--- src/hdl/hmc_pkg.sv ---
// Purpose: Shared constants and types for the haptic mode control block.
// Assumes: 100 MHz sys_clk, 8-bit register port driven by the serial slave.
// Notes:   Offsets, named bit positions, the reset cycle count and the standby, mode, sample and read data resets live here.
package hmc_pkg;

    // ****************************************
    // Clock and timing
    // ****************************************
    localparam int CLK_PERIOD_NS = 10;
    // Length of the soft reset sequence, least time
    localparam int SOFT_RESET_TIME_NS = 100;
    localparam int RESET_CYCLES = (SOFT_RESET_TIME_NS + CLK_PERIOD_NS - 1) / CLK_PERIOD_NS;
    localparam logic [7:0] RESET_CNT_LAST = 8'(RESET_CYCLES - 1);

    // ****************************************
    // Register offsets
    // ****************************************
    localparam logic [7:0] ADDR_STATUS = 8'h00;
    localparam logic [7:0] ADDR_MODE = 8'h01;
    localparam logic [7:0] ADDR_RTP = 8'h02;
    localparam logic [7:0] ADDR_GO = 8'h0c;
    localparam logic [7:0] ADDR_FORMAT = 8'h1d;

    // ****************************************
    // Field positions
    // ****************************************
    localparam int MODE_RESET_BIT = 7;
    localparam int MODE_STANDBY_BIT = 6;
    localparam int STATUS_DIAG_BIT = 3;
    localparam int GO_BIT = 0;
    localparam int FMT_UNSIGNED_BIT = 3;
    localparam int FMT_AC_COUPLING_ENABLE_BIT = 1;
    localparam int FMT_ANALOG_BIT = 0;
    // Identity field in the status register; value is arbitrary
    localparam logic [2:0] DEVICE_ID = 3'h1;

    // ****************************************
    // Values after reset
    // ****************************************
    localparam logic STANDBY_RST = 1'b1;
    localparam logic [2:0] MODE_RST = 3'h0;
    localparam logic [7:0] RTP_RST = 8'h00;
    localparam logic [7:0] RDATA_RST = 8'h00;

    // ****************************************
    // Types
    // ****************************************
    typedef enum logic [2:0] {
        HMC_MODE_INTERNAL = 3'h0,
        HMC_MODE_EDGE = 3'h1,
        HMC_MODE_LEVEL = 3'h2,
        HMC_MODE_PWM_ANALOG = 3'h3,
        HMC_MODE_AUDIO = 3'h4,
        HMC_MODE_REALTIME = 3'h5,
        HMC_MODE_DIAG = 3'h6,
        HMC_MODE_CALIB = 3'h7
    } hmc_mode_t;

    typedef enum logic {
        HMC_RST_IDLE = 1'b0,
        HMC_RST_HOLD = 1'b1
    } hmc_rst_state_t;

    // Everything the playback engine needs from this block
    typedef struct packed {
        logic go;
        logic cancel;
        logic abort;
        logic standby;
        hmc_mode_t mode;
        logic drive_active;
        logic analog_select;
        logic ac_coupling_enable;
        logic [8:0] drive_sample;
    } hmc_engine_t;

endpackage

--- src/hdl/hmc_trig_sync.sv ---
// Purpose: Brings the trigger pin into sys_clk and finds its edges.
// Assumes: Pin is asynchronous to sys_clk.
// Notes:   Edge pulses are one cycle, one to two cycles after the pin moves.
module hmc_trig_sync (
    input wire logic sys_clk,
    input wire logic rst_n,
    input wire logic ce,
    input wire logic pin,
    output logic level,
    output logic rise,
    output logic fall
);
    logic meta_q, meta_d;
    logic sync_q, sync_d;
    logic prev_q, prev_d;

    // ****************************************
    // Synchroniser and edge memory
    // ****************************************
    // First stage is read only by the second
    always_comb begin
        meta_d = pin;
        sync_d = meta_q;
        prev_d = sync_q;
    end

    always_ff @(posedge sys_clk) begin
        if (!rst_n) begin
            meta_q <= 1'b0;
            sync_q <= 1'b0;
            prev_q <= 1'b0;
        end else if (ce) begin
            meta_q <= meta_d;
            sync_q <= sync_d;
            prev_q <= prev_d;
        end
    end

    // Pulses qualified by ce so a frozen cycle never repeats an edge
    assign level = sync_q;
    assign rise = ce & sync_q & ~prev_q;
    assign fall = ce & ~sync_q & prev_q;
endmodule // hmc_trig_sync

--- src/hdl/hmc_mode_ctrl.sv ---
// Purpose: Mode control register bank and go/trigger logic of a haptic driver.
// Assumes: Register port comes from the serial slave on sys_clk; engine on sys_clk.
// Notes:   Read data returns one cycle after reg_rd.
// What this block does
// - Writing one to mode bit 7 stops playback and restores all register defaults.
// - The soft reset bit clears itself when the reset sequence has finished.
// - Mode bit 6 is software standby, default one; zero means ready.
// - Mode field bits 2-0 default zero; zero fires waveforms only by software go.
// - Mode one: a rising trigger pin edge sets go.
// - Mode one: a second rising edge while go is set cancels the waveform.
// - Mode two: rising edge sets go, falling edge sends a cancel.
// - Mode two: an edge that leaves go unchanged does nothing.
// - Mode three: drive the actuator from the trigger pin signal continuously.
// - Mode three: analog select bit picks PWM or analog pin input.
// - Mode five: continuously drive the actuator with the realtime sample register.
// - Mode six: go starts diagnostics; device clears go and stores the result.
// - Mode seven: go starts calibration; device clears go when it completes.
// - Result flag holds the last routine outcome and clears when read.
// - Realtime sample is signed unless the format bit selects unsigned.
module hmc_mode_ctrl (
    input wire logic sys_clk,
    input wire logic rst_n,
    input wire logic ce,
    input wire logic reg_wr,
    input wire logic reg_rd,
    input wire logic [7:0] reg_addr,
    input wire logic [7:0] reg_wdata,
    output logic [7:0] reg_rdata,
    input wire logic input_trigger_pin,
    input wire logic engine_done,
    input wire logic routine_fail,
    output hmc_pkg::hmc_engine_t engine
);
    localparam int RST_LAST = hmc_pkg::RESET_CYCLES;

    // ****************************************
    // State
    // ****************************************
    hmc_pkg::hmc_rst_state_t rst_state_q, rst_state_d;
    logic [7:0] rst_cnt_q, rst_cnt_d;
    logic standby_q, standby_d;
    hmc_pkg::hmc_mode_t mode_q, mode_d;
    logic [7:0] rtp_q, rtp_d;
    logic go_q, go_d;
    logic cancel_q, cancel_d;
    logic fmt_unsigned_q, fmt_unsigned_d;
    logic ac_coupling_enable_q, ac_coupling_enable_d;
    logic analog_sel_q, analog_sel_d;
    logic diag_q, diag_d;
    logic [7:0] rdata_q, rdata_d;

    logic trig_rise, trig_fall;
    logic in_reset, rst_req, go_wr, stat_rd, routine_mode;

    hmc_trig_sync u_trig_sync (
        .sys_clk(sys_clk),
        .rst_n(rst_n),
        .ce(ce),
        .pin(input_trigger_pin),
        .level(),
        .rise(trig_rise),
        .fall(trig_fall)
    );

    // ****************************************
    // Decode
    // ****************************************
    assign in_reset = (rst_state_q == hmc_pkg::HMC_RST_HOLD);
    assign rst_req = reg_wr && (reg_addr == hmc_pkg::ADDR_MODE) && reg_wdata[hmc_pkg::MODE_RESET_BIT];
    assign go_wr = reg_wr && (reg_addr == hmc_pkg::ADDR_GO);
    assign stat_rd = reg_rd && (reg_addr == hmc_pkg::ADDR_STATUS);
    assign routine_mode = (mode_q == hmc_pkg::HMC_MODE_DIAG) || (mode_q == hmc_pkg::HMC_MODE_CALIB);

    // ****************************************
    // Soft reset sequencer
    // ****************************************
    // Bit reads one while the count runs, then drops by itself
    always_comb begin
        rst_state_d = rst_state_q;
        rst_cnt_d = rst_cnt_q;
        unique case (rst_state_q)
            hmc_pkg::HMC_RST_IDLE: begin
                if (rst_req) begin
                    rst_state_d = hmc_pkg::HMC_RST_HOLD;
                    rst_cnt_d = hmc_pkg::RESET_CNT_LAST;
                end
            end
            hmc_pkg::HMC_RST_HOLD: begin
                if (rst_cnt_q == 8'h00) begin
                    rst_state_d = hmc_pkg::HMC_RST_IDLE;
                end else begin
                    rst_cnt_d = rst_cnt_q - 8'h01;
                end
            end
        endcase
    end

    always_ff @(posedge sys_clk) begin
        if (!rst_n) begin
            rst_state_q <= hmc_pkg::HMC_RST_IDLE;
            rst_cnt_q <= 8'h00;
        end else if (ce) begin
            rst_state_q <= rst_state_d;
            rst_cnt_q <= rst_cnt_d;
        end
    end

    // ****************************************
    // Register bank and go control
    // ****************************************
    // Order matters: done clears first, then writes, then pin events,
    // so the later step wins in the same cycle, even when a pin event clears a go that a write set.
    always_comb begin
        standby_d = standby_q;
        mode_d = mode_q;
        rtp_d = rtp_q;
        go_d = go_q;
        cancel_d = 1'b0;
        fmt_unsigned_d = fmt_unsigned_q;
        ac_coupling_enable_d = ac_coupling_enable_q;
        analog_sel_d = analog_sel_q;
        diag_d = diag_q;
        if (in_reset || rst_req) begin
            // Playback interrupted at once, all fields back to defaults
            standby_d = hmc_pkg::STANDBY_RST;
            mode_d = hmc_pkg::hmc_mode_t'(hmc_pkg::MODE_RST);
            rtp_d = hmc_pkg::RTP_RST;
            go_d = 1'b0;
            fmt_unsigned_d = 1'b0;
            ac_coupling_enable_d = 1'b0;
            analog_sel_d = 1'b0;
            diag_d = 1'b0;
        end else begin
            // Read of status clears the flag; a completion below wins
            if (stat_rd) begin
                diag_d = 1'b0;
            end
            // Engine finished or cancelled: go drops by itself
            if (engine_done && go_q) begin
                go_d = 1'b0;
                if (routine_mode) begin
                    diag_d = routine_fail;
                end
            end
            if (reg_wr) begin
                unique case (reg_addr)
                    hmc_pkg::ADDR_MODE: begin
                        standby_d = reg_wdata[hmc_pkg::MODE_STANDBY_BIT];
                        mode_d = hmc_pkg::hmc_mode_t'(reg_wdata[2:0]);
                    end
                    hmc_pkg::ADDR_RTP: rtp_d = reg_wdata;
                    hmc_pkg::ADDR_GO: begin
                        // Software go starts internal, diagnostic and calibration runs
                        go_d = reg_wdata[hmc_pkg::GO_BIT];
                        cancel_d = go_q && !reg_wdata[hmc_pkg::GO_BIT];
                    end
                    hmc_pkg::ADDR_FORMAT: begin
                        fmt_unsigned_d = reg_wdata[hmc_pkg::FMT_UNSIGNED_BIT];
                        ac_coupling_enable_d = reg_wdata[hmc_pkg::FMT_AC_COUPLING_ENABLE_BIT];
                        analog_sel_d = reg_wdata[hmc_pkg::FMT_ANALOG_BIT];
                    end
                    default: ;
                endcase
            end
            // Pin events in the two external trigger modes
            if (mode_q == hmc_pkg::HMC_MODE_EDGE && trig_rise) begin
                if (go_q) begin
                    go_d = 1'b0;
                    cancel_d = 1'b1;
                end else begin
                    go_d = 1'b1;
                end
            end
            if (mode_q == hmc_pkg::HMC_MODE_LEVEL) begin
                // Edges that match the current go state fall through untouched
                if (trig_rise && !go_q) begin
                    go_d = 1'b1;
                end
                if (trig_fall && go_q) begin
                    go_d = 1'b0;
                    cancel_d = 1'b1;
                end
            end
        end
    end

    always_ff @(posedge sys_clk) begin
        if (!rst_n) begin
            standby_q <= hmc_pkg::STANDBY_RST;
            mode_q <= hmc_pkg::HMC_MODE_INTERNAL;
            rtp_q <= hmc_pkg::RTP_RST;
            go_q <= 1'b0;
            cancel_q <= 1'b0;
            fmt_unsigned_q <= 1'b0;
            ac_coupling_enable_q <= 1'b0;
            analog_sel_q <= 1'b0;
            diag_q <= 1'b0;
        end else if (ce) begin
            standby_q <= standby_d;
            mode_q <= mode_d;
            rtp_q <= rtp_d;
            go_q <= go_d;
            cancel_q <= cancel_d;
            fmt_unsigned_q <= fmt_unsigned_d;
            ac_coupling_enable_q <= ac_coupling_enable_d;
            analog_sel_q <= analog_sel_d;
            diag_q <= diag_d;
        end
    end

    // ****************************************
    // Read data
    // ****************************************
    // Registered so the serial slave sees stable data; unmapped reads zero
    always_comb begin
        rdata_d = rdata_q;
        if (reg_rd) begin
            unique case (reg_addr)
                hmc_pkg::ADDR_STATUS: rdata_d = {hmc_pkg::DEVICE_ID, 1'b0, diag_q, 3'h0};
                hmc_pkg::ADDR_MODE: rdata_d = {in_reset, standby_q, 3'h0, mode_q};
                hmc_pkg::ADDR_RTP: rdata_d = rtp_q;
                hmc_pkg::ADDR_GO: rdata_d = {7'h00, go_q};
                hmc_pkg::ADDR_FORMAT: rdata_d = {4'h0, fmt_unsigned_q, 1'b0, ac_coupling_enable_q, analog_sel_q};
                default: rdata_d = 8'h00;
            endcase
        end
    end

    always_ff @(posedge sys_clk) begin
        if (!rst_n) begin
            rdata_q <= hmc_pkg::RDATA_RST;
        end else if (ce) begin
            rdata_q <= rdata_d;
        end
    end

    assign reg_rdata = rdata_q;

    // ****************************************
    // Engine outputs
    // ****************************************
    // Modes 3, 4 and 5 drive the actuator while ready; pin modes use analog select
    assign engine.go = go_q;
    assign engine.cancel = cancel_q;
    assign engine.abort = in_reset;
    assign engine.standby = standby_q;
    assign engine.mode = mode_q;
    assign engine.drive_active = !standby_q && !in_reset &&
        (mode_q == hmc_pkg::HMC_MODE_PWM_ANALOG || mode_q == hmc_pkg::HMC_MODE_AUDIO ||
         mode_q == hmc_pkg::HMC_MODE_REALTIME);
    assign engine.analog_select = analog_sel_q;
    assign engine.ac_coupling_enable = ac_coupling_enable_q;
    // Unsigned samples get a zero sign bit, signed ones are extended
    assign engine.drive_sample = fmt_unsigned_q ? {1'b0, rtp_q} : {rtp_q[7], rtp_q};

    // ****************************************
    // Assertions
    // ****************************************
    a_soft_reset_defaults: assert property (@(posedge sys_clk) disable iff (!rst_n)
        (ce && rst_req && !in_reset) |=> (in_reset && standby_q && !go_q && mode_q == hmc_pkg::HMC_MODE_INTERNAL))
        else $error("soft reset did not restore defaults");

    a_reset_self_clear: assert property (@(posedge sys_clk) disable iff (!rst_n)
        (ce && $rose(in_reset)) |-> ##[1:RST_LAST] !in_reset)
        else $error("soft reset bit did not self clear");

    a_standby_in_reset: assert property (@(posedge sys_clk) disable iff (!rst_n)
        in_reset |-> (standby_q && engine.abort && !engine.drive_active))
        else $error("standby not forced during soft reset");

    a_software_go_set: assert property (@(posedge sys_clk) disable iff (!rst_n)
        (ce && !in_reset && !rst_req && go_wr && reg_wdata[0] && mode_q == hmc_pkg::HMC_MODE_INTERNAL)
        |=> go_q)
        else $error("software go not taken");

    a_edge_sets_go: assert property (@(posedge sys_clk) disable iff (!rst_n)
        (!in_reset && !rst_req && trig_rise && !go_q && mode_q == hmc_pkg::HMC_MODE_EDGE) |=> go_q)
        else $error("edge trigger did not set go");

    a_edge_cancels_run: assert property (@(posedge sys_clk) disable iff (!rst_n)
        (!in_reset && !rst_req && trig_rise && go_q && mode_q == hmc_pkg::HMC_MODE_EDGE)
        |=> (!go_q && engine.cancel))
        else $error("second edge did not cancel");

    a_level_no_change: assert property (@(posedge sys_clk) disable iff (!rst_n)
        (ce && !in_reset && !rst_req && !go_wr && trig_fall && !go_q && mode_q == hmc_pkg::HMC_MODE_LEVEL)
        |=> (!go_q && !engine.cancel))
        else $error("level edge changed idle go state");

    a_realtime_drive: assert property (@(posedge sys_clk) disable iff (!rst_n)
        (mode_q == hmc_pkg::HMC_MODE_REALTIME && !standby_q && !in_reset)
        |-> (engine.drive_active && engine.drive_sample[7:0] == rtp_q))
        else $error("realtime sample not driven");

    a_diagnostic_outcome_flag_kept: assert property (@(posedge sys_clk) disable iff (!rst_n)
        (ce && !in_reset && !rst_req && !go_wr && engine_done && go_q && mode_q == hmc_pkg::HMC_MODE_DIAG)
        |=> (!go_q && diag_q == $past(routine_fail)))
        else $error("diagnostic end not recorded");

    a_result_read_clear: assert property (@(posedge sys_clk) disable iff (!rst_n)
        (ce && !in_reset && !rst_req && stat_rd && !(engine_done && go_q)) |=> !diag_q)
        else $error("result flag not cleared by read");
endmodule // hmc_mode_ctrl

--- config.mk ---
export PLATFORM = sky130hd
export DESIGN_NAME = hmc_mode_ctrl
export DESIGN_NICKNAME = d
export VERILOG_FILES = /design/src/hdl/hmc_pkg.sv /design/src/hdl/hmc_trig_sync.sv /design/src/hdl/hmc_mode_ctrl.sv
export SDC_FILE = /design/constraint.sdc
export NUM_CORES = 1
export LEC_CHECK = 0
export BUFFER_PORTS_ARGS = -buffer_cell sky130_fd_sc_hd__buf_2
export CORE_MARGIN = 2
export CORE_UTILIZATION = 48
export CTS_CLUSTER_DIAMETER = 100
export DETAILED_ROUTE_END_ITERATION = 10
export PLACE_DENSITY = 0.86
export REMOVE_ABC_BUFFERS = 1
export SLEW_MARGIN = 20
export SYNTH_ARGS = -nofsm -noshare
export SYNTH_HDL_FRONTEND = slang
export SYNTH_HIERARCHICAL = 1
export SYNTH_SLANG_ARGS = --single-unit
--- constraint.sdc ---
create_clock -name sys_clk -period 1.6 [get_ports sys_clk]
set_clock_uncertainty 0.1 [all_clocks]
set_input_delay 0.16 -clock sys_clk [delete_from_list [all_inputs] [get_ports sys_clk]]
set_output_delay 0.16 -clock sys_clk [all_outputs]
set_load 0.1 [all_outputs]
==> results.ini, run 1 <==
[run_status]
outcome = complete, but fails checks
failed_checks = negative setup slack

[synth]
syn-instance-count = 272
ys_warn_count = 6
yosys.cell_types.count = 55
synth_largest_area_cell = dfxtp_1
synth_edf_count = 0
avgSynthCellArea_sq_um = 7.80
ys_top_cells_by_area = dfxtp_1, nand2_1, o21ai_0
yosys_most_used_dff = dfxtp_1
synth.ff_latch_count = 38
seq_area_frac_synth_pct = 35.9
netlist_area_sq_um = 2120
synth_top_area_share_pct = 35.9
async_reset_ff_share_pct = 0

[min_path]
min_to = rtp_q[2]
hold_depth = 3
hold_class = input pin to flip-flop
min_from = reg_wdata[2]

[worst_setup_path]
critPathKind = flip-flop to flip-flop
ff2ff_setup_slack_ns = -0.16
cp-end-kind = flip-flop
crit_path_max_incr_delay_ns = 0.41
worstRegToRegCells = 6
crit_family = simple AND/OR/NAND/NOR gates
cpMaxStageDelayCell = or3_4
cp_max_fo = 4
r2r-end = in_reset
worstPathArrival_ns = 1.84
crit_buf_inv = 1
cp_cell_sequence = or3_4 > o41ai_4 > buf_4 > nand2_1 > o2bb2ai_1 > and2_1
crit_required_ns = 1.68
start_kind = flip-flop
r2r-start = rst_cnt_q[2]
cp-startpoint = rst_cnt_q[2]

[sta]
rsz0062_at_grt = true
setup_slack_ns = -0.159
finalSetupTns_ns = -1.30
setup_viol = 16
tightest_slew_ns = 0.562
min_period_ns = 1.76
slew_headroom_pct = 62.6
fin_crit_sh_pct = 110
slew_violations = 0
timing.fmax_mhz = 569
finalHoldViolCount = 0

[power_and_ir_drop]
power.switching_uw = 480
power_mw = 2.19
internal-power_mw = 1.71
p_per_area_nw_per_um2 = 702
sw_frac_of_total_pct = 21.9
ir_drop_mv = 0.768
seqPwrFrac_pct = 43.3
p_comb_share_pct = 10.0
clkPwrFrac_pct = 46.7
power_leakage_nw = 1.28

[placement]
gp_congestion = 0.892
dp_hpwl_microns = 4870
place_area_sq_um = 2790
port_buffers = 50

[drt]
first_iter_violations = 222
routed_via_density = 5.78
dr_total_vias = 2434
drt_first_pass_iters = 5
ant_nets = 0
wirelength_microns = 6940
drc = 0
avgRoutedWirePerCell_microns = 16.5

[grt]
overflow = 0
grt_first_pass_wirelength_microns = 10700
grt_start_max_net_pins = 27
grt_pass1_vias = 2203
antenna_found_initial = 0
grt_usage_pct = 27.1

[job]
cap_violations = 0

[finish]
area_growth_pct = 47.2
final_core_util_pct = 72.7
most-common-layout-cells = buf_4, buf_2, nand2_1
fin_nets = 394
final_common_cell = buf_4
drive_gt1_share_pct = 44.2
design_area_sq_um = 3120
antenna_cells = 0

[cts]
clockBufferDepth = 2
clock_latency_ns = 0.29
htree_levels = 2
clkTransAtPathRegs_ns = 0.08
cts_buffers = 5
cts.sinks = 38
root_buffer = clkbuf_8
cts_tree = yes

[floorplanning]
core-area_sq_um = 4290
die_y_microns = 70.5
initial_core_util_pct = 49.4
die_width_microns = 70.5
rows = 24
dieArea_sq_um = 4970
ios = 51

==> area by class of cell <==
class	count	area, sq um
clock inverters	2	60.1
flip-flops and latches	38	772
multi-input cells	206	1350
well taps	52	65.1
clock buffers	6	82.6
inverters	8	30.0
repair buffers	109	758
fillers	314	1170
==> what timing repair did <==
action / in CTS / in global routing
pin swaps: 16 / 9
hold endpoints to repair: 0 / 0
gates cloned: 0 / 0
hold buffers: 0 / 0
gates resized for setup: 27 / 26
endpoints found under the setup margin: 17 / 25
buffers inserted: 1 / 3
==> sequential cells by signal (all words and copies together), names as in the netlist <==
name / flops
cancel_q: 1
reg_rdata: 8
u_trig_sync/meta_q: 1
mode_q: 3
u_trig_sync/level: 1
go_q: 1
ac_coupling_enable_q: 1
in_reset: 1
rtp_q: 8
u_trig_sync/prev_q: 1
fmt_unsigned_q: 1
standby_q: 1
rst_cnt_q: 8
analog_sel_q: 1
diag_q: 1
==> synthesized netlist by cell type (4+ instances only) <==
cell type and instances:
nand2_1 41, dfxtp_1 38, o21ai_0 25, nor2_1 15, a21oi_1 14, nand3_1 12, clkbuf_1 10, nor2b_1 10
nand4_1 9, o22ai_1 9, inv_1 8, nor3_1 8, buf_4 6, a31oi_1 4, nand2b_1 4
==> routing by layer <==
layer | vias to the layer above | track usage, % | share of wire, %
li1 | 1163 | - | -
met1 | 1158 | 37.5 | 42
met2 | 102 | 43.4 | 49
met3 | 11 | 5.63 | 7.5
met4 | 0 | 6.41 | 1.2
met5 | - | 0 | 0
==> through the flow <==
| step | cells | hold WS (ns) | setup WS, ns |
|---|---|---|---|
| 6_report | 421 | 0.0171 | -0.159 |
| 3_3_place_gp | 409 | 0.310 | -0.204 |
| 4_1_cts | 418 | 0.0133 | -0.121 |
| 2_1_floorplan | 252 | 0.136 | -2.08 |
| 3_5_place_dp | 409 | 0.318 | -0.249 |
| 5_1_grt | 421 | 0.0330 | -0.180 |
==> cells by family (layout without fill, tap and decap cells) <==
family,Yosys count,count (layout),synth area share [%]
simple gates,128,128,32.9
compound gates,72,72,21.7
fa+ha+maj,2,2,1.18
flops,38,38,35.9
xor+xnor,1,1,0.413
buf+inv,28,125,6.55
mux,3,3,1.42
==> power by group through the flow <==
stage | logic [mW] | clock network, mW | registers [mW]
after floorplan | 0.0574 | 0 | 0.974
after global placement | 0.192 | 0 | 0.972
after detailed placement | 0.195 | 0 | 0.972
after CTS | 0.204 | 1.03 | 0.950
after global routing | 0.235 | 1.06 | 0.949
final | 0.219 | 1.02 | 0.949
==> worst reg2reg max path, cell delays in order, from the launching register on <==
cell and delay, ns:
dfxtp_2 0.32, or3_4 0.41, o41ai_4 0.27, buf_4 0.20, nand2_1 0.06, o2bb2ai_1 0.13, and2_1 0.16
==> worst max-delay path by stage <==
stage / to / slack (ns) / cells after the start
finish: in_reset / -0.16 / 6
global route: in_reset / -0.18 / 6
CTS: in_reset / -0.12 / 6
detailed placement: analog_sel_q / -0.25 / 7
global placement: ac_coupling_enable_q / -0.20 / 7
floorplan: engine[11] / -2.08 / 4
No activity file was read; power rests on OpenSTA's default activity.
==> run 2: changes to the inputs <==
--- a/config.mk
+++ b/config.mk
@@ -12,6 +12,7 @@
 export DETAILED_ROUTE_END_ITERATION = 10
 export PLACE_DENSITY = 0.86
 export REMOVE_ABC_BUFFERS = 1
+export SKIP_CTS_REPAIR_TIMING = 1
 export SLEW_MARGIN = 20
 export SYNTH_ARGS = -nofsm -noshare
 export SYNTH_HDL_FRONTEND = slang
==> run 2 against run 1 <==
The flow still finishes with violations (negative setup slack); fmax down 1.1%; count of clock-buffer cells in the layout stayed put; cell area fell by 1.2%; utilization decreased by 0.84 points; non-clock buffer count fell by 3; routed wire length is 2.4% lower; global-route usage down 0.96 points; combinational power shrank 2%; critical path depth did not move; largest cell class unchanged.
==> results.ini, run 2 (same netlist as run 1, synthesis figures left out) <==
[placement]
dp.cells = 409  ; unchanged
dp_hpwl_microns = 4870  ; unchanged
gp_congestion = 0.892  ; unchanged
port_buffers = 50  ; unchanged

[drt]
first_iter_violations = 164  ; -26%
avgRoutedWirePerCell_microns = 16.2  ; -1.7%
dr_total_vias = 2420  ; -0.58%
routed_via_density = 5.79  ; +0.14%
drt_first_pass_iters = 4  ; -1
ant_nets = 0  ; unchanged
drc = 0  ; unchanged
wirelength_microns = 6770  ; -2.4%

[worst_setup_path]
cp-end-kind = flip-flop
start_kind = flip-flop
cp_max_fo = 4  ; unchanged
worstPathArrival_ns = 1.86  ; +0.02 ns
critPathKind = flip-flop to flip-flop
crit_required_ns = 1.68  ; about the same

[sta]
timing.fmax_mhz = 562  ; -1.1%
slew_headroom_pct = 62.7  ; +0.14 points
setup_slack_ns = -0.179  ; -0.0200 ns
setup_viol = 9  ; -7
min_period_ns = 1.78  ; +0.0200 ns
fin_crit_sh_pct = 111  ; +1.3 points
finalHoldViolCount = 0  ; unchanged
hold-worst-slack_ns = 0.0223  ; +0.00519 ns
finalSetupTns_ns = -0.754  ; +0.543 ns
tightest_slew_ns = 0.559  ; -0.00209 ns
rsz0062_at_grt = true
slew_violations = 0  ; unchanged

[floorplanning]
dieArea_sq_um = 4970  ; unchanged
die_width_microns = 70.5  ; unchanged
ios = 51  ; unchanged
initial_core_util_pct = 49.4  ; unchanged
die_y_microns = 70.5  ; unchanged
rows = 24  ; unchanged
core-area_sq_um = 4290  ; unchanged

[finish]
antenna_cells = 0  ; unchanged
final_common_cell = buf_4
most-common-layout-cells = buf_4, buf_2, nand2_1
drive_gt1_share_pct = 44.3  ; +0.089 points
fin_cells = 418  ; -0.71%
final_core_util_pct = 71.9  ; -0.84 points
area_growth_pct = 45.5
fin_nets = 391  ; -0.76%

[cts]
clock_latency_ns = 0.29  ; about the same
clockBufferDepth = 2  ; unchanged
cts_tree = yes
root_buffer = clkbuf_8
htree_levels = 2  ; unchanged
cts_buffers = 5  ; unchanged
clkTransAtPathRegs_ns = 0.08  ; about the same
cts.sinks = 38  ; unchanged

[job]
cap_violations = 0  ; unchanged

[run_status]
outcome = complete, but fails checks
failed_checks = negative setup slack

[power_and_ir_drop]
power_mw = 2.19  ; -0.24%
ir_drop_mv = 0.771  ; +0.38%
power_leakage_nw = 1.26  ; -1.9%
p_per_area_nw_per_um2 = 708  ; +0.93%

[grt]
grt_first_pass_wirelength_microns = 10400  ; -3.2%
overflow = 0  ; unchanged
antenna_found_initial = 0  ; unchanged
grt_usage_pct = 26.2  ; -0.96 points
grt_pass1_vias = 2149  ; -2.5%
grt_start_max_net_pins = 27  ; unchanged

[min_path]
hold_class = input pin to flip-flop

-- run 2: area by class of cell --
cell class | instances | area (sq um)
timing repair buffer | 106 | 728
clock inverter | 2 | 60.1
sequential | 38 | 772
clock buffer | 6 | 82.6
fill | 319 | 1210
multi-input combinational | 206 | 1350
inverter | 8 | 30.0
tap | 52 | 65.1
-- run 2: power breakdown --
part	switching [mW]	total [mW]	internal (mW)	leakage, nW
Combinational	0.117	0.215	0.0981	0.874
Clock	0.357	1.02	0.665	0.0714
Sequential	0.00253	0.949	0.946	0.310
-- run 2: path summary, 6_finish.rpt --
path                 from      endpoint  slack, ns  cells after the start
min          reg_wdata[2]      rtp_q[2]       0.02                      3
min reg2reg  reg_rdata[3]  reg_rdata[3]       0.35                      2
max          rst_cnt_q[2]      in_reset      -0.18                      6
max reg2reg  rst_cnt_q[2]      in_reset      -0.18                      6
-- run 2: stage by stage --
| step | setup WS (ns) | cell area [sq um] |
|---|---|---|
| floorplan | -2.08 | 2010 |
| global placement | -0.204 | 2790 |
| CTS | -0.319 | 2930 |
| detailed placement | -0.249 | 2790 |
| finish | -0.179 | 3090 |
| global route | -0.230 | 3090 |
-- run 2: worst max-delay path, stage by stage, from the launching register on --
cell and delay, ns:
dfxtp_2 0.32, or3_4 0.41, o41ai_4 0.29, buf_4 0.22, nand2_2 0.06, o2bb2ai_2 0.12
and2_1 0.15
-- run 2: per-layer routing --
layer	routed length, microns	global-route usage, %	vias up
li1	-	-	1158
met1	2860	36.8	1146
met2	3300	40.1	107
met3	524	6.06	9
met4	86	7.26	0
met5	0	0	-
